## src/verilog/adcs_consts.svh

```systemverilog
// register offsets, field positions and timing counts of the conversion sequencer
`ifndef ADCS_CONSTS_SVH
`define ADCS_CONSTS_SVH

// ----------------------------------------
// register offsets
// ----------------------------------------
`define ADCS_OFF_CTRL 4'h0
`define ADCS_OFF_COMMAND 4'h1
`define ADCS_OFF_CHANSEL 4'h2
`define ADCS_OFF_REFCFG 4'h3
`define ADCS_OFF_SAMPCFG 4'h4
`define ADCS_OFF_EVCTRL 4'h5
`define ADCS_OFF_INTCTRL 4'h6
`define ADCS_OFF_FLAGS 4'h7
`define ADCS_OFF_RESULT 4'h8
`define ADCS_OFF_ACTIVE 4'h9

// ----------------------------------------
// field positions
// ----------------------------------------
`define ADCS_BIT_ENABLE 0
`define ADCS_BIT_FREERUN 1
`define ADCS_BIT_START 0
`define ADCS_BIT_EVSTART 0
`define ADCS_BIT_RDYIE 0
`define ADCS_BIT_RDYFLAG 0
`define ADCS_REF_LSB 0
`define ADCS_DIV_LSB 4
`define ADCS_SDLY_LSB 0
`define ADCS_SLEN_LSB 4
`define ADCS_ACT_REF_LSB 8

// ----------------------------------------
// reset values and timing counts
// ----------------------------------------
`define ADCS_RST_STATE 16'h0000
`define ADCS_CONV_CYCLES 6'd13
`define ADCS_HOLD_CYCLES 6'd2
`define ADCS_START_EXTRA 9'h002
`define ADCS_FULL_SCALE 10'h3ff

`endif

```

## src/verilog/adcs_pkg.sv

```systemverilog
// types shared by the conversion sequencer and its prescaler
package adcs_pkg;

    typedef enum logic [1:0] {
        ADCS_ST_IDLE = 2'b00,
        ADCS_ST_WAIT = 2'b01,
        ADCS_ST_CONV = 2'b11
    } adcs_state_t;

    typedef enum logic [1:0] {
        ADCS_REF_INTERNAL = 2'h0,
        ADCS_REF_SUPPLY = 2'h1,
        ADCS_REF_EXTERNAL_PIN = 2'h2
    } adcs_ref_t;

    typedef struct packed {
        logic [4:0] input_channel_select;
        logic [1:0] reference_select;
    } adcs_sel_t;

    typedef struct packed {
        logic [3:0] addr;
        logic [15:0] wdata;
        logic wr;
        logic rd;
    } adcs_bus_t;

    typedef struct packed {
        logic [7:0] cnt;
        logic tick;
    } adcs_clock_divider_select_t;

    typedef struct packed {
        adcs_state_t state;
        logic run;
        logic [5:0] cnt;
        logic enable;
        logic freerun;
        logic start;
        logic evstart;
        logic rdy_ie;
        logic flag;
        adcs_sel_t hold_sel;
        adcs_sel_t active_sel;
        logic [2:0] div_sel;
        logic [3:0] sdly;
        logic [3:0] slen;
        logic [9:0] result;
        logic [1:0] ev_sync;
        logic ev_prev;
        logic [15:0] rd_data;
        logic irq;
        logic res_event;
        logic hold_pulse;
    } adcs_core_t;

endpackage

```

## src/verilog/adcs_prescaler.sv

```systemverilog
// converter clock prescaler: one-cycle pulse at each converter-clock rising edge
`timescale 1ns/10ps

module adcs_prescaler
    import adcs_pkg::*;
(
    input wire logic sys_clk_in,
    input wire logic rst_b_in,
    input wire logic run_in,
    input wire logic [2:0] clock_divider_select_in,
    output logic tick_out
);

    adcs_clock_divider_select_t s_reg;
    adcs_clock_divider_select_t s_next;
    logic [8:0] factor;
    logic [8:0] half;

    // division factor 2, 4, ... 256
    assign factor = 9'h002 << clock_divider_select_in;
    assign half = factor >> 1;

    always_comb
    begin
        s_next = s_reg;
        if (!run_in)
        begin
            // counter held at zero while idle or disabled
            s_next.cnt = 8'h00;
            s_next.tick = 1'b0;
        end
        else
        begin
            s_next.tick = ({1'b0, s_reg.cnt} == (half - 9'h001));
            if ({1'b0, s_reg.cnt} == (factor - 9'h001))
            begin
                s_next.cnt = 8'h00;
            end
            else
            begin
                s_next.cnt = s_reg.cnt + 8'h01;
            end
        end
    end

    always_ff @(posedge sys_clk_in or negedge rst_b_in)
    begin
        if (!rst_b_in)
        begin
            s_reg <= '0;
        end
        else
        begin
            s_reg <= s_next;
        end
    end

    assign tick_out = s_reg.tick;

endmodule // adcs_prescaler

```

## src/verilog/adcs_sequencer.sv

```systemverilog
// conversion sequencer: triggers, timing, channel locking, result flag and registers
//
// The address-and-strobe port and the address map were decided locally.
`timescale 1ns/10ps
`include "adcs_consts.svh"

module adcs_sequencer
    import adcs_pkg::*;
(
    input wire logic sys_clk_in,
    input wire logic rst_b_in,
    input wire adcs_bus_t bus_in,
    output logic [15:0] rd_data_out,
    input wire logic global_int_enable_in,
    input wire logic event_in,
    input wire logic [9:0] sar_result_in,
    input wire logic over_range_in,
    output adcs_sel_t active_sel_out,
    output logic sample_hold_out,
    output logic conv_active_out,
    output logic result_event_out,
    output logic irq_out
);

    adcs_core_t s_reg;
    adcs_core_t s_next;
    logic tick;
    logic [5:0] total;
    logic [5:0] sample_end;
    logic ev_edge;
    logic wr_hit;
    logic start_req;
    logic flag_set;
    logic flag_clr;
    logic complete;
    logic track;

    // ----------------------------------------
    // converter clock
    // ----------------------------------------
    // prescaler from divider select
    adcs_prescaler u_clock_divider_select (
        .sys_clk_in(sys_clk_in),
        .rst_b_in(rst_b_in),
        .run_in(s_reg.run),
        .clock_divider_select_in(s_reg.div_sel),
        .tick_out(tick)
    );

    // ----------------------------------------
    // timing figures
    // ----------------------------------------
    // cycle length with extensions
    assign total = `ADCS_CONV_CYCLES + {2'b00, s_reg.sdly} + {2'b00, s_reg.slen};
    assign sample_end = `ADCS_HOLD_CYCLES + {2'b00, s_reg.sdly} + {2'b00, s_reg.slen};

    // rising edge after synchroniser
    // only the second flop feeds the detector, so a slow event pin cannot make a runt edge
    assign ev_edge = s_reg.ev_sync[1] & ~s_reg.ev_prev;

    // completion is the tick that closes the last converter cycle
    assign complete = (s_reg.state == ADCS_ST_CONV) && tick && (s_reg.cnt == (total - 6'd1));

    always_comb
    begin
        s_next = s_reg;
        s_next.res_event = 1'b0;
        s_next.hold_pulse = 1'b0;
        s_next.rd_data = 16'h0000;
        s_next.ev_sync = {s_reg.ev_sync[0], event_in};
        s_next.ev_prev = s_reg.ev_sync[1];
        wr_hit = 1'b0;
        start_req = 1'b0;
        flag_set = 1'b0;
        flag_clr = 1'b0;

        // ----------------------------------------
        // register writes
        // ----------------------------------------
        if (bus_in.wr)
        begin
            case (bus_in.addr)
                `ADCS_OFF_CTRL:
                begin
                    s_next.enable = bus_in.wdata[`ADCS_BIT_ENABLE];
                    s_next.freerun = bus_in.wdata[`ADCS_BIT_FREERUN];
                end
                `ADCS_OFF_COMMAND:
                begin
                    wr_hit = bus_in.wdata[`ADCS_BIT_START];
                end
                `ADCS_OFF_CHANSEL:
                begin
                    s_next.hold_sel.input_channel_select = bus_in.wdata[4:0];
                end
                `ADCS_OFF_REFCFG:
                begin
                    s_next.hold_sel.reference_select = bus_in.wdata[`ADCS_REF_LSB +: 2];
                    s_next.div_sel = bus_in.wdata[`ADCS_DIV_LSB +: 3];
                end
                `ADCS_OFF_SAMPCFG:
                begin
                    s_next.sdly = bus_in.wdata[`ADCS_SDLY_LSB +: 4];
                    s_next.slen = bus_in.wdata[`ADCS_SLEN_LSB +: 4];
                end
                `ADCS_OFF_EVCTRL:
                begin
                    s_next.evstart = bus_in.wdata[`ADCS_BIT_EVSTART];
                end
                `ADCS_OFF_INTCTRL:
                begin
                    s_next.rdy_ie = bus_in.wdata[`ADCS_BIT_RDYIE];
                end
                `ADCS_OFF_FLAGS:
                begin
                    flag_clr = bus_in.wdata[`ADCS_BIT_RDYFLAG];
                end
                default:
                begin
                    wr_hit = 1'b0;
                end
            endcase
        end

        // ----------------------------------------
        // register reads, data valid next cycle
        // ----------------------------------------
        if (bus_in.rd)
        begin
            case (bus_in.addr)
                `ADCS_OFF_CTRL:
                begin
                    s_next.rd_data[`ADCS_BIT_ENABLE] = s_reg.enable;
                    s_next.rd_data[`ADCS_BIT_FREERUN] = s_reg.freerun;
                end
                `ADCS_OFF_COMMAND:
                begin
                    // start bit reads one while running
                    s_next.rd_data[`ADCS_BIT_START] = s_reg.start;
                end
                `ADCS_OFF_CHANSEL:
                begin
                    s_next.rd_data[4:0] = s_reg.hold_sel.input_channel_select;
                end
                `ADCS_OFF_REFCFG:
                begin
                    s_next.rd_data[`ADCS_REF_LSB +: 2] = s_reg.hold_sel.reference_select;
                    s_next.rd_data[`ADCS_DIV_LSB +: 3] = s_reg.div_sel;
                end
                `ADCS_OFF_SAMPCFG:
                begin
                    s_next.rd_data[`ADCS_SDLY_LSB +: 4] = s_reg.sdly;
                    s_next.rd_data[`ADCS_SLEN_LSB +: 4] = s_reg.slen;
                end
                `ADCS_OFF_EVCTRL:
                begin
                    s_next.rd_data[`ADCS_BIT_EVSTART] = s_reg.evstart;
                end
                `ADCS_OFF_INTCTRL:
                begin
                    s_next.rd_data[`ADCS_BIT_RDYIE] = s_reg.rdy_ie;
                end
                `ADCS_OFF_FLAGS:
                begin
                    s_next.rd_data[`ADCS_BIT_RDYFLAG] = s_reg.flag;
                end
                `ADCS_OFF_RESULT:
                begin
                    s_next.rd_data[9:0] = s_reg.result;
                    flag_clr = 1'b1;
                end
                `ADCS_OFF_ACTIVE:
                begin
                    s_next.rd_data[4:0] = s_reg.active_sel.input_channel_select;
                    s_next.rd_data[`ADCS_ACT_REF_LSB +: 2] = s_reg.active_sel.reference_select;
                end
                default:
                begin
                    s_next.rd_data = 16'h0000;
                end
            endcase
        end

        // ----------------------------------------
        // start requests
        // ----------------------------------------
        // routed event starts conversion
        // request while busy only keeps bit set
        start_req = wr_hit | (ev_edge & s_reg.evstart);
        if (start_req && s_reg.enable)
        begin
            s_next.start = 1'b1;
        end

        // ----------------------------------------
        // sequencing
        // ----------------------------------------
        case (s_reg.state)
            ADCS_ST_IDLE:
            begin
                if (s_reg.start)
                begin
                    s_next.state = ADCS_ST_WAIT;
                end
            end
            ADCS_ST_WAIT:
            begin
                if (tick)
                begin
                    s_next.state = ADCS_ST_CONV;
                    s_next.cnt = 6'd0;
                end
            end
            ADCS_ST_CONV:
            begin
                if (tick)
                begin
                    if (s_reg.cnt == (sample_end - 6'd1))
                    begin
                        s_next.hold_pulse = 1'b1;
                    end
                    if (complete)
                    begin
                        s_next.result = over_range_in ? `ADCS_FULL_SCALE : sar_result_in;
                        flag_set = 1'b1;
                        s_next.res_event = 1'b1;
                        if (s_reg.freerun && s_reg.start)
                        begin
                            s_next.cnt = 6'd0;
                        end
                        else
                        begin
                            s_next.start = 1'b0;
                            s_next.state = ADCS_ST_IDLE;
                        end
                    end
                    else
                    begin
                        s_next.cnt = s_reg.cnt + 6'd1;
                    end
                end
            end
            default:
            begin
                s_next.state = ADCS_ST_IDLE;
            end
        endcase

        // disabling returns to idle, clears the start bit and holds the prescaler at zero
        if (!s_next.enable)
        begin
            s_next.state = ADCS_ST_IDLE;
            s_next.start = 1'b0;
            // an aborted conversion has no sample instant
            s_next.hold_pulse = 1'b0;
        end
        // prescaler runs only for a conversion
        s_next.run = (s_next.state != ADCS_ST_IDLE);

        // ----------------------------------------
        // channel and reference locking
        // ----------------------------------------
        // locked except final converter cycle
        // already started conversion unaffected
        // tracking in the final cycle lets a free-running successor pick up a late change
        track = (s_reg.state != ADCS_ST_CONV) || (s_reg.cnt == (total - 6'd1));
        if (s_reg.enable && track)
        begin
            s_next.active_sel = s_next.hold_sel;
        end

        // ----------------------------------------
        // result-ready flag and interrupt
        // ----------------------------------------
        // flag set regardless of enable; set wins over clear
        s_next.flag = (s_reg.flag & ~flag_clr) | flag_set;
        // interrupt needs flag and both enables
        s_next.irq = s_next.flag & s_next.rdy_ie & global_int_enable_in;
    end

    always_ff @(posedge sys_clk_in or negedge rst_b_in)
    begin
        if (!rst_b_in)
        begin
            s_reg <= '0;
        end
        else
        begin
            s_reg <= s_next;
        end
    end

    // ----------------------------------------
    // outputs, all from flip-flops
    // ----------------------------------------
    assign rd_data_out = s_reg.rd_data;
    assign active_sel_out = s_reg.active_sel;
    assign sample_hold_out = s_reg.hold_pulse;
    // converting is the only state code with its upper bit set
    assign conv_active_out = s_reg.state[1];
    assign result_event_out = s_reg.res_event;
    assign irq_out = s_reg.irq;

endmodule // adcs_sequencer

```

## config.mk

```make
export PLATFORM = sky130hd
export DESIGN_NAME = adcs_sequencer
export DESIGN_NICKNAME = d
export VERILOG_FILES = /design/src/verilog/adcs_pkg.sv /design/src/verilog/adcs_prescaler.sv /design/src/verilog/adcs_sequencer.sv
export VERILOG_INCLUDE_DIRS = /design/src /design/src/verilog
export SDC_FILE = /design/constraint.sdc
export NUM_CORES = 1
export LEC_CHECK = 0
export BUFFER_PORTS_ARGS = -buffer_cell sky130_fd_sc_hd__buf_2
export CORE_ASPECT_RATIO = 0.5
export CORE_MARGIN = 4
export CORE_UTILIZATION = 53
export CTS_BUF_LIST = sky130_fd_sc_hd__clkbuf_4 sky130_fd_sc_hd__clkbuf_8
export DETAILED_ROUTE_END_ITERATION = 8
export PLACE_DENSITY = 0.75
export SLEW_MARGIN = 20
export SYNTH_ARGS = -nofsm -noshare
export SYNTH_HDL_FRONTEND = slang
export SYNTH_SLANG_ARGS = --single-unit
export TNS_END_PERCENT = 10
```

## constraint.sdc

```tcl
create_clock -name sys_clk_in -period 3.8 [get_ports sys_clk_in]
set_input_delay 0.38 -clock sys_clk_in [delete_from_list [all_inputs] [get_ports sys_clk_in]]
set_output_delay 0.38 -clock sys_clk_in [all_outputs]
set_load 0.03 [all_outputs]
```

== Word level (Yosys, flattened, before mapping) ==
Index checks and enable logic that the tools add are counted.

* Input port bits: 37
* Logic and storage cells: 129
* Register bits: 81
* Output and inout bits: 27

* Bitwise operators: 9
* Equal/unequal tests: 19
* Add/subtract/negate cells: 10
* Reduce and logical (&&, ||, !) cells: 16
* Shift-type cells: 1
* Multiplexer cells: 49

{| class="wikitable"
|+ Operators with widths
! operator !! number
|-
| $mux W6 || 4
|-
| $mux W2 || 11
|-
| $mux W10 || 2
|-
| $mux W1 || 19
|-
| $eq A8 B9 Y1 || 2
|-
| $eq A4 B3 Y1 const B || 4
|-
| $add A5 B4 Y6 || 2
|-
| $eq A6 B6 Y1 || 2
|-
| $pmux W2 S3 || 2
|-
| $pmux W6 S2 || 1
|-
| $sub A6 B1 Y6 const B || 2
|-
| $pmux W1 S10 || 1
|-
| $mux W9 || 1
|-
| $shl A2 B3 Y9 const A || 1
|-
| $sub A8 B1 Y9 const B || 1
|-
| $sub A9 B1 Y9 const B || 1
|-
| $add A8 B1 Y8 const B || 1
|-
| $eq A4 B2 Y1 const B || 2
|-
| $eq A4 B4 Y1 const B || 2
|-
| $mux W8 || 1
|-
| $pmux W2 S4 || 1
|-
| $reduce_and A2 Y1 || 4
|-
| $mux W7 || 1
|-
| $add A6 B1 Y6 const B || 1
|-
| 23 further kinds || 35
|}

== Longest topological paths before layout ==
Gate-level depths: netlist of run 1.

* Word-level depth: 11
* Gate-level depth with buffers: 12

== Modules after synthesis ==
A second synthesis of run 1 with hierarchy kept.

* Cells, all modules: 436
* Area, all modules: 4440.5 um2

{| class="wikitable"
|+ By module, submodules not included
! module !! area an instance (um2) !! cells an instance !! times used
|-
| adcs_sequencer || 3647.2 || 344 || 1
|-
| adcs_prescaler || 793.3 || 92 || 1
|}

== Worst setup path after synthesis of run 1 ==
Ideal clock, no wire load.

* Path type: register to register
* Start: register s_reg[34] (netlist name)
* End: register s_reg[63] (netlist name)
* Setup slack: 991 ps
* Period minus slack after synthesis: 2809 ps
* Arrival: 2684 ps
* Required time: 3675 ps
* Cell stages (with the launch flop): 12
* Cells stage by stage: dfrtp_1 inv_1 ha_1 buf_2 xnor2_1 ha_1 xor2_1 a2111oi_4 nand3_2 a2111oi_4 nor3_1 mux2_2

* Longest elaborated chain between the ends: 7

{| class="wikitable"
|+ RTL lines
! element !! RTL line !! text
|-
| from (decl) || adcs_sequencer.sv:25 || <nowiki>adcs_core_t s_reg;</nowiki>
|-
| from (signal assigned) || adcs_sequencer.sv:289 || <nowiki>s_reg <= s_next;</nowiki>
|-
| $add A5 B4 Y6 (no source line) (*) || n/a ||
|-
| $sub A6 B1 Y6 (*) || adcs_sequencer.sv:62 || <nowiki>assign complete = (s_reg.state == ADCS_ST_CONV) && tick && (s_reg.cnt == (total - 6'd1));</nowiki>
|-
| $eq A6 B6 Y1 (*) || adcs_sequencer.sv:62 ||
|-
| $logic_and A1 B1 Y1 (*) || adcs_sequencer.sv:62 ||
|-
| $mux W6 || adcs_sequencer.sv:222 || <nowiki>if (complete)</nowiki>
|-
| $mux W6 || adcs_sequencer.sv:216 || <nowiki>if (tick)</nowiki>
|-
| $pmux W6 S2 || adcs_sequencer.sv:198 || <nowiki>case (s_reg.state)</nowiki>
|}

Every way passes the cells marked *; elsewhere a longest branch is shown, timed or not. The select of a mux whose other input is x is not followed.
A chain may end at the register's enable or synchronous reset.

== Worst setup path after layout of run 1 ==
* Start: register s_reg[38] (netlist name)
* End: register s_reg[30] (netlist name)

* Longest elaborated chain between the ends: 6

{| class="wikitable"
|+ RTL lines
! element !! RTL line
|-
| $add A4 B4 Y5 (no source line) || n/a
|-
| $add A5 B4 Y6 (no source line) || n/a
|-
| $sub A6 B1 Y6 || adcs_sequencer.sv:62
|-
| $eq A6 B6 Y1 || adcs_sequencer.sv:62
|-
| $logic_and A1 B1 Y1 || adcs_sequencer.sv:62
|-
| $reduce_and A3 Y1 (no source line) || n/a
|}

No other way between the ends.

==> results of run 1 <==
[Yosys cell counts (4+ instances only)]
library cell,count
sky130_fd_sc_hd__dfrtp_1,75
sky130_fd_sc_hd__nor2_1,40
sky130_fd_sc_hd__a21oi_1,29
sky130_fd_sc_hd__mux2_2,26
sky130_fd_sc_hd__nand2_1,26
sky130_fd_sc_hd__buf_4,24
sky130_fd_sc_hd__inv_1,21
sky130_fd_sc_hd__o21ai_0,15
sky130_fd_sc_hd__ha_1,13
sky130_fd_sc_hd__nand3_1,12
sky130_fd_sc_hd__xnor2_1,12
sky130_fd_sc_hd__nor3_1,11
sky130_fd_sc_hd__a22oi_1,10
sky130_fd_sc_hd__nand2b_1,9
sky130_fd_sc_hd__clkbuf_1,8
sky130_fd_sc_hd__nor2b_1,8
sky130_fd_sc_hd__xor2_1,7
sky130_fd_sc_hd__o211ai_1,6
sky130_fd_sc_hd__a21o_1,4
sky130_fd_sc_hd__buf_1,4
sky130_fd_sc_hd__mux2i_1,4
sky130_fd_sc_hd__o2bb2ai_1,4
sky130_fd_sc_hd__o31ai_1,4
[worst paths after layout]
check	startpoint	to	slack, ps	cells past startpoint
max	s_reg[38]$_DFFE_PN0P_	s_reg[30]$_DFFE_PN0P_	690	11
min in group asynchronous	rst_b_in	u_clock_divider_select.s_reg[2]$_DFF_PN0_	160	1
max reg2reg	s_reg[38]$_DFFE_PN0P_	s_reg[30]$_DFFE_PN0P_	690	11
max in group asynchronous	rst_b_in	s_reg[37]$_DFFE_PN0P_	3020	1
min	event_in	s_next[21]$_DFF_PN0_	130	1
min reg2reg	s_next[21]$_DFF_PN0_	s_next[19]$_DFF_PN0_	350	0
[cell families (layout without fill, tap and decap cells)]
logic type | Yosys count | in the layout
multiplexers | 30 | 30
AND/OR/NAND/NOR | 125 | 125
buffers and inverters | 62 | 88
AO/OA/AOI/OAI | 99 | 99
adder cells (fa/ha/maj) | 16 | 16
flip-flops | 75 | 75
other | 1 | 6
XOR/XNOR | 19 | 19
[power by group through the flow]
stage	Clock (W)	Sequential [W]	Combinational, W
3_5_place_dp	0	0.00102	0.000692
2_1_floorplan	0	0.000963	0.000629
5_1_grt	0.000675	0.00102	0.000767
6_report	0.000630	0.00101	0.000690
3_3_place_gp	0	0.00102	0.000678
4_1_cts	0.000635	0.00101	0.000696
[critical path, delay by kind of cell (launching register included)]
kind            cells  cell delay, ps
compound gates      3             970
fa+ha+maj           2             690
flops               1             420
buf+inv             2             400
xor+xnor            2             340
simple gates        2             210
[metrics by stage]
stage,setup slack [ps],cell area (um^2),std cells,util [%],total power (W)
after global routing,441,4590,566,60.9,0.00247
after CTS,688,4590,566,60.9,0.00234
after detailed placement,711,4390,551,58.2,0.00171
final,692,4590,566,60.9,0.00233
after floorplan,991,4250,432,-,0.00159
after global placement,753,4390,551,58.2,0.00169
[routing by layer]
layer / global-route usage, % / vias to the layer above / wire, um / part of all wire, %
li1: - / 1521 / - / -
met1: 28.9 / 1521 / 4250 / 47
met2: 30.5 / 85 / 4080 / 45
met3: 6.39 / 6 / 606 / 6.7
met4: 2.71 / 0 / 45 / 0.50
met5: 0 / - / 0 / 0
[cell type report]
class | instances | area (um^2) | area share (%)
flip-flops and latches | 75 | 1880 | 40.9
multi-input cells | 295 | 2030 | 44.2
clock buffers | 11 | 151 | 3.30
repair buffers | 52 | 270 | 5.89
well taps | 108 | 135 | 2.94
clock inverters | 4 | 50.0 | 1.09
inverters | 21 | 78.8 | 1.72
==> metrics.txt, run 1 <==
# TYPE chip_impl_metric gauge
chip_impl_metric{name="synth.distinct_cells",unit=""} 55
chip_impl_metric{name="rows",unit=""} 22
chip_impl_metric{name="max_cap_viol_count",unit=""} 0
chip_impl_metric{name="design.die.area",unit="um^2"} 9560
chip_impl_metric{name="clock_tree.buffer_depth",unit=""} 2
chip_impl_metric{name="routabilityCongestion",unit=""} 0.825
chip_impl_metric{name="cellLeakagePower",unit="nW"} 2.02
chip_impl_metric{name="gr-total-overflow",unit=""} 0
chip_impl_metric{name="flow.area_growth_from_synthesis",unit="%"} 8.58
chip_impl_metric{name="synth_compound_gate_area_share",unit="%"} 16.6
chip_impl_metric{name="slew_headroom",unit="%"} 37.2
chip_impl_metric{name="report.final.hold_viol_count",unit=""} 0
chip_impl_info{name="cts_tree",value="built"} 1
chip_impl_metric{name="initial_antenna_violation_count",unit=""} 0
chip_impl_metric{name="worstPathRequired",unit="ps"} 4080
chip_impl_metric{name="whs",unit="ps"} 127
chip_impl_metric{name="cts_buf_count",unit=""} 9
chip_impl_info{name="grt_setup_unrepaired",value="no"} 1
chip_impl_metric{name="syn_area",unit="um^2"} 4230
chip_impl_info{name="ctsRootBufferMaster",value="sky130_fd_sc_hd__clkbuf_8"} 1
chip_impl_info{name="critPathCaptureType",value="register"} 1
chip_impl_metric{name="part_of_the_power_in_the_clock_network",unit="%"} 27.1
chip_impl_metric{name="place.detailed.hpwl",unit="mm"} 6.56
chip_impl_info{name="start_kind",value="register"} 1
chip_impl_info{name="outcome",value="completed"} 1
chip_impl_info{name="layout_commonest_cell",value="sky130_fd_sc_hd__dfrtp_1"} 1
chip_impl_metric{name="number_of_enable_type_register_cells_in_the_synthesized_netlist",unit=""} 0
chip_impl_info{name="worst_path_max_delay_cell",value="sky130_fd_sc_hd__a2111oi_4"} 1
chip_impl_metric{name="combPwrFrac",unit="%"} 29.7
chip_impl_metric{name="largest_reg_flops",unit=""} 43
chip_impl_metric{name="period_share",unit="%"} 81.8
chip_impl_metric{name="synth-async-reset-ratio",unit="%"} 100
chip_impl_metric{name="cts.repair.resized",unit=""} 0
chip_impl_metric{name="clkLatencyLatePin",unit="ps"} 360
chip_impl_info{name="crit_path_cell_trace",value="inv_1 -> ha_1 -> xnor2_1 -> ha_1 -> xor2_1 -> a2111oi_4 -> nand3_2 -> a2111oi_4 -> buf_4 -> nor2_1 -> a21oi_1"} 1
chip_impl_metric{name="setup_violations",unit=""} 0
chip_impl_metric{name="power.share.sequential",unit="%"} 43.3
chip_impl_metric{name="drt-total-wl",unit="mm"} 8.98
chip_impl_info{name="path_class",value="register to register"} 1
chip_impl_metric{name="clock_sink_count",unit=""} 75
chip_impl_metric{name="clk_transition_reported_paths",unit="ps"} 80
chip_impl_metric{name="final_nets",unit=""} 505
chip_impl_metric{name="initial_utilization",unit="%"} 56.1
chip_impl_metric{name="ys_seq_area_share",unit="%"} 44.4
chip_impl_metric{name="drc",unit=""} 0
chip_impl_metric{name="ys.warnings.count",unit=""} 0
chip_impl_metric{name="maxClockFrequency",unit="MHz"} 322
chip_impl_metric{name="yosys.area_share.adder",unit="%"} 4.79
chip_impl_metric{name="final_layout_size_suffix_gt1_share",unit="%"} 22.5
chip_impl_metric{name="post_synth_and_or_nand_nor_area_fraction",unit="%"} 14.2
chip_impl_metric{name="route.detailed.wl_per_inst",unit="um"} 15.9
chip_impl_info{name="min-delay-path-class",value="input port to register"} 1
chip_impl_metric{name="ys_ff_latch",unit=""} 75
chip_impl_metric{name="io-pin-count",unit=""} 64
chip_impl_metric{name="firstDrtPassIters",unit=""} 5
chip_impl_metric{name="detailroute.via_count",unit=""} 3133
chip_impl_metric{name="vias_in_the_first_global_route",unit=""} 2913
chip_impl_metric{name="port-buffer-count",unit=""} 49
chip_impl_metric{name="via_per_inst",unit=""} 5.54
chip_impl_metric{name="timing.critical_path.arrival",unit="ps"} 3390
chip_impl_metric{name="dieHeight",unit="um"} 71.2
chip_impl_metric{name="power_density",unit="nW/um^2"} 507
chip_impl_metric{name="synth_cells",unit=""} 427
chip_impl_metric{name="post_synth_mux_area_share",unit="%"} 7.87
chip_impl_metric{name="post_cts_hold_buffer_count",unit=""} 0
chip_impl_metric{name="vdd_drop_max",unit="mV"} 0.240
chip_impl_metric{name="fin_setup_tns",unit="ps"} 0
chip_impl_metric{name="fin_skew",unit="ps"} 12.9
chip_impl_metric{name="switchingPower",unit="W"} 0.000803
chip_impl_metric{name="slew_at_the_pin_closest_to_its_max_slew_limit",unit="ps"} 942
chip_impl_metric{name="critical_path_peak_fanout",unit=""} 21
chip_impl_metric{name="wire_length_of_the_first_global_routing_pass",unit="mm"} 15.2
chip_impl_metric{name="timing_max_transition_violations_final",unit=""} 0
chip_impl_metric{name="syn-mean-instance-area",unit="um^2"} 9.90
chip_impl_metric{name="synth_xor_xnor_area_share",unit="%"} 3.94
chip_impl_metric{name="core_area",unit="um^2"} 7540
chip_impl_metric{name="cts.htree.levels",unit=""} 3
chip_impl_metric{name="detail-route-antenna-nets",unit=""} 0
chip_impl_info{name="synth_largest_area_cell",value="sky130_fd_sc_hd__dfrtp_1"} 1
chip_impl_metric{name="synth_top_cell_area_share",unit="%"} 44.4
chip_impl_info{name="most-common-layout-cells",value="sky130_fd_sc_hd__dfrtp_1 (75), sky130_fd_sc_hd__buf_2 (48), sky130_fd_sc_hd__nor2_1 (40)"} 1
chip_impl_metric{name="power_report.internal_total",unit="W"} 0.00152
chip_impl_info{name="synth_top_family_by_area",value="compound AO/OA/AOI/OAI gates"} 1
chip_impl_metric{name="track_usage",unit="%"} 20.0
chip_impl_metric{name="critPathMaxStageDelay",unit="ps"} 510
chip_impl_metric{name="fin_crit",unit="ps"} 3110
chip_impl_metric{name="antennaDiodeCount",unit=""} 0
chip_impl_metric{name="grt_max_degree",unit=""} 76
chip_impl_info{name="synthTopCellsByArea",value="sky130_fd_sc_hd__dfrtp_1 (44%), sky130_fd_sc_hd__mux2_2 (6.9%), sky130_fd_sc_hd__buf_4 (4.3%)"} 1
chip_impl_metric{name="post-cts-setup-buffers",unit=""} 0
chip_impl_metric{name="drt_first_iter_violations",unit=""} 324
chip_impl_metric{name="nFillCells",unit=""} 642
chip_impl_metric{name="switching_fraction_of_total_power",unit="%"} 34.5
chip_impl_metric{name="chipWidth",unit="um"} 134
chip_impl_info{name="yosys_most_used_dff",value="sky130_fd_sc_hd__dfrtp_1"} 1
Note: power is estimated with default switching activity, not from simulation.
==> run 2, diff against run 1 <==
==> constraint.sdc (replaced) <==
create_clock -name sys_clk_in -period 3.1 [get_ports sys_clk_in]
set_input_delay 0.31 -clock sys_clk_in [delete_from_list [all_inputs] [get_ports sys_clk_in]]
set_output_delay 0.31 -clock sys_clk_in [all_outputs]
set_load 0.03 [all_outputs]
==> run 2 against run 1 <==
Effect of this change:
- utilization increased by 1.2 points
- first-iteration DRC count decreased by 24%
- critical path type unchanged
- maximum frequency increased by 7.8%
- clock power increased by 28%
- power increased by 25%
- non-clock buffer count increased by 10
- via count increased by 1.5%
- critical endpoint is now active_sel_out[6]$_DFFE_PN0P_
- register-to-register slack got worse by 480 ps
==> metrics.txt, run 2 (synthesis results as in run 1) <==
# TYPE chip_impl_metric gauge
chip_impl_metric{name="flow.area_growth_from_synthesis",unit="%"} 10.7
chip_impl_metric{name="dieHeight",unit="um"} 71.2
chip_impl_metric{name="via_per_inst",unit=""} 5.51
chip_impl_metric{name="detail-route-antenna-nets",unit=""} 0
chip_impl_info{name="most-common-layout-cells",value="sky130_fd_sc_hd__dfrtp_1 (75), sky130_fd_sc_hd__buf_2 (48), sky130_fd_sc_hd__nor2_1 (40)"} 1
chip_impl_metric{name="nFillCells",unit=""} 650
chip_impl_metric{name="route.detailed.wl_per_inst",unit="um"} 15.7
chip_impl_metric{name="clk_transition_reported_paths",unit="ps"} 80
chip_impl_metric{name="core_area",unit="um^2"} 7540
chip_impl_metric{name="setup_violations",unit=""} 0
chip_impl_info{name="start_kind",value="register"} 1
chip_impl_metric{name="fin_setup_tns",unit="ps"} 0
chip_impl_metric{name="io-pin-count",unit=""} 64
chip_impl_metric{name="clkLatencyLatePin",unit="ps"} 370
chip_impl_metric{name="final_layout_size_suffix_gt1_share",unit="%"} 24.3
chip_impl_metric{name="critical_path_peak_fanout",unit=""} 7
chip_impl_metric{name="routabilityCongestion",unit=""} 0.851
chip_impl_info{name="min-delay-path-class",value="input port to register"} 1
chip_impl_metric{name="firstDrtPassIters",unit=""} 5
chip_impl_info{name="path_class",value="register to register"} 1
chip_impl_metric{name="fin_crit",unit="ps"} 2880
chip_impl_metric{name="slew_headroom",unit="%"} 37.7
chip_impl_metric{name="area_of_the_multi_input_gates",unit="um^2"} 2030
chip_impl_info{name="critPathCaptureType",value="register"} 1
chip_impl_metric{name="post_cts_hold_buffer_count",unit=""} 0
chip_impl_metric{name="cellLeakagePower",unit="nW"} 2.08
chip_impl_metric{name="clock_tree.buffer_depth",unit=""} 2
chip_impl_metric{name="maxClockFrequency",unit="MHz"} 347
chip_impl_metric{name="design.die.area",unit="um^2"} 9560
chip_impl_metric{name="chipWidth",unit="um"} 134
chip_impl_metric{name="cts.htree.levels",unit=""} 3
chip_impl_metric{name="fin_skew",unit="ps"} 8.81
chip_impl_metric{name="slew_at_the_pin_closest_to_its_max_slew_limit",unit="ps"} 935
chip_impl_metric{name="antennaDiodeCount",unit=""} 0
chip_impl_metric{name="period_share",unit="%"} 93.0
chip_impl_metric{name="timing.critical_path.arrival",unit="ps"} 3130
chip_impl_metric{name="place.detailed.hpwl",unit="mm"} 6.64
chip_impl_metric{name="initial_utilization",unit="%"} 56.1
chip_impl_metric{name="report.final.hold_viol_count",unit=""} 0
chip_impl_metric{name="vias_in_the_first_global_route",unit=""} 2974
chip_impl_metric{name="initial_antenna_violation_count",unit=""} 0
chip_impl_metric{name="area.sequential",unit="um^2"} 1880
chip_impl_info{name="outcome",value="completed"} 1
chip_impl_metric{name="cts.repair.resized",unit=""} 0
chip_impl_metric{name="power_density",unit="nW/um^2"} 622
chip_impl_metric{name="rows",unit=""} 22
chip_impl_metric{name="gr-total-overflow",unit=""} 0
chip_impl_metric{name="clock_sink_count",unit=""} 75
chip_impl_info{name="layout_commonest_cell",value="sky130_fd_sc_hd__dfrtp_1"} 1
chip_impl_metric{name="largest_reg_flops",unit=""} 43
chip_impl_metric{name="port-buffer-count",unit=""} 49
chip_impl_metric{name="worstPathRequired",unit="ps"} 3350
chip_impl_metric{name="detailroute.via_count",unit=""} 3179
chip_impl_info{name="grt_setup_unrepaired",value="no"} 1
chip_impl_metric{name="finish.utilization",unit="%"} 62.1
chip_impl_metric{name="timing_max_transition_violations_final",unit=""} 0
chip_impl_metric{name="cts_buf_count",unit=""} 9
chip_impl_metric{name="wire_length_of_the_first_global_routing_pass",unit="mm"} 15.0
chip_impl_metric{name="drt_first_iter_violations",unit=""} 247
chip_impl_info{name="ctsRootBufferMaster",value="sky130_fd_sc_hd__clkbuf_8"} 1
chip_impl_metric{name="track_usage",unit="%"} 20.1
chip_impl_metric{name="grt_max_degree",unit=""} 76
chip_impl_metric{name="max_cap_viol_count",unit=""} 0
chip_impl_metric{name="drc",unit=""} 0
chip_impl_metric{name="post-cts-setup-buffers",unit=""} 0
chip_impl_metric{name="final_nets",unit=""} 515
chip_impl_metric{name="drt-total-wl",unit="mm"} 9.04
chip_impl_metric{name="vdd_drop_max",unit="mV"} 0.310
chip_impl_info{name="cts_tree",value="built"} 1
chip_impl_metric{name="whs",unit="ps"} 51.4
run 2: final cells by class:
class	count	area share, %
clock buffers	13	3.69
clock inverters	3	0.962
inverters	21	1.68
multi-input cells	295	43.3
flip-flops and latches	75	40.1
well taps	108	2.89
repair buffers	62	7.38
run 2: worst max-delay path, stage by stage, from the launching register on:
cell and delay [ps]:
sky130_fd_sc_hd__dfrtp_1 420, sky130_fd_sc_hd__inv_1 60, sky130_fd_sc_hd__ha_1 320, sky130_fd_sc_hd__inv_1 50
sky130_fd_sc_hd__ha_1 350, sky130_fd_sc_hd__and2_1 180, sky130_fd_sc_hd__o211ai_1 130, sky130_fd_sc_hd__nor3b_2 340
sky130_fd_sc_hd__a211oi_2 110, sky130_fd_sc_hd__o21ai_2 400, sky130_fd_sc_hd__mux2_2 400
run 2: per-layer routing:
layer	GRT usage (%)	part of all wire [%]
met3	7.46	6.7
met1	29.0	48
met5	0	0
met4	4.40	0.92
met2	29.2	45
run 2: final timing paths:
kind                                  startpoint                                         to  slack, ps  cells after the start
min                                     event_in                       s_next[21]$_DFF_PN0_         50                      1
max in group asynchronous               rst_b_in                   rd_data_out[0]$_DFF_PN0_       2400                      1
min in group asynchronous               rst_b_in  u_clock_divider_select.s_reg[8]$_DFF_PN0_         70                      1
max reg2reg                s_reg[39]$_DFFE_PN0P_              active_sel_out[6]$_DFFE_PN0P_        220                     10
min reg2reg                 s_next[21]$_DFF_PN0_                       s_next[19]$_DFF_PN0_        350                      0
max                        s_reg[39]$_DFFE_PN0P_              active_sel_out[6]$_DFFE_PN0P_        220                     10
run 2: through the flow:
stage	area [um^2]	power (W)	cells	worst slack [ps]
after floorplan	4250	0.00195	432	291
after global placement	4450	0.00210	559	184
after detailed placement	4450	0.00213	559	136
after CTS	4670	0.00293	575	115
after global routing	4680	0.00310	577	45.2
final	4680	0.00291	577	217
run 2: where the power goes:
group	internal [W]	switching (W)	total, W
sequential	0.00110	0.000131	0.00123
clock	0.000447	0.000361	0.000807
combinational	0.000382	0.000496	0.000878
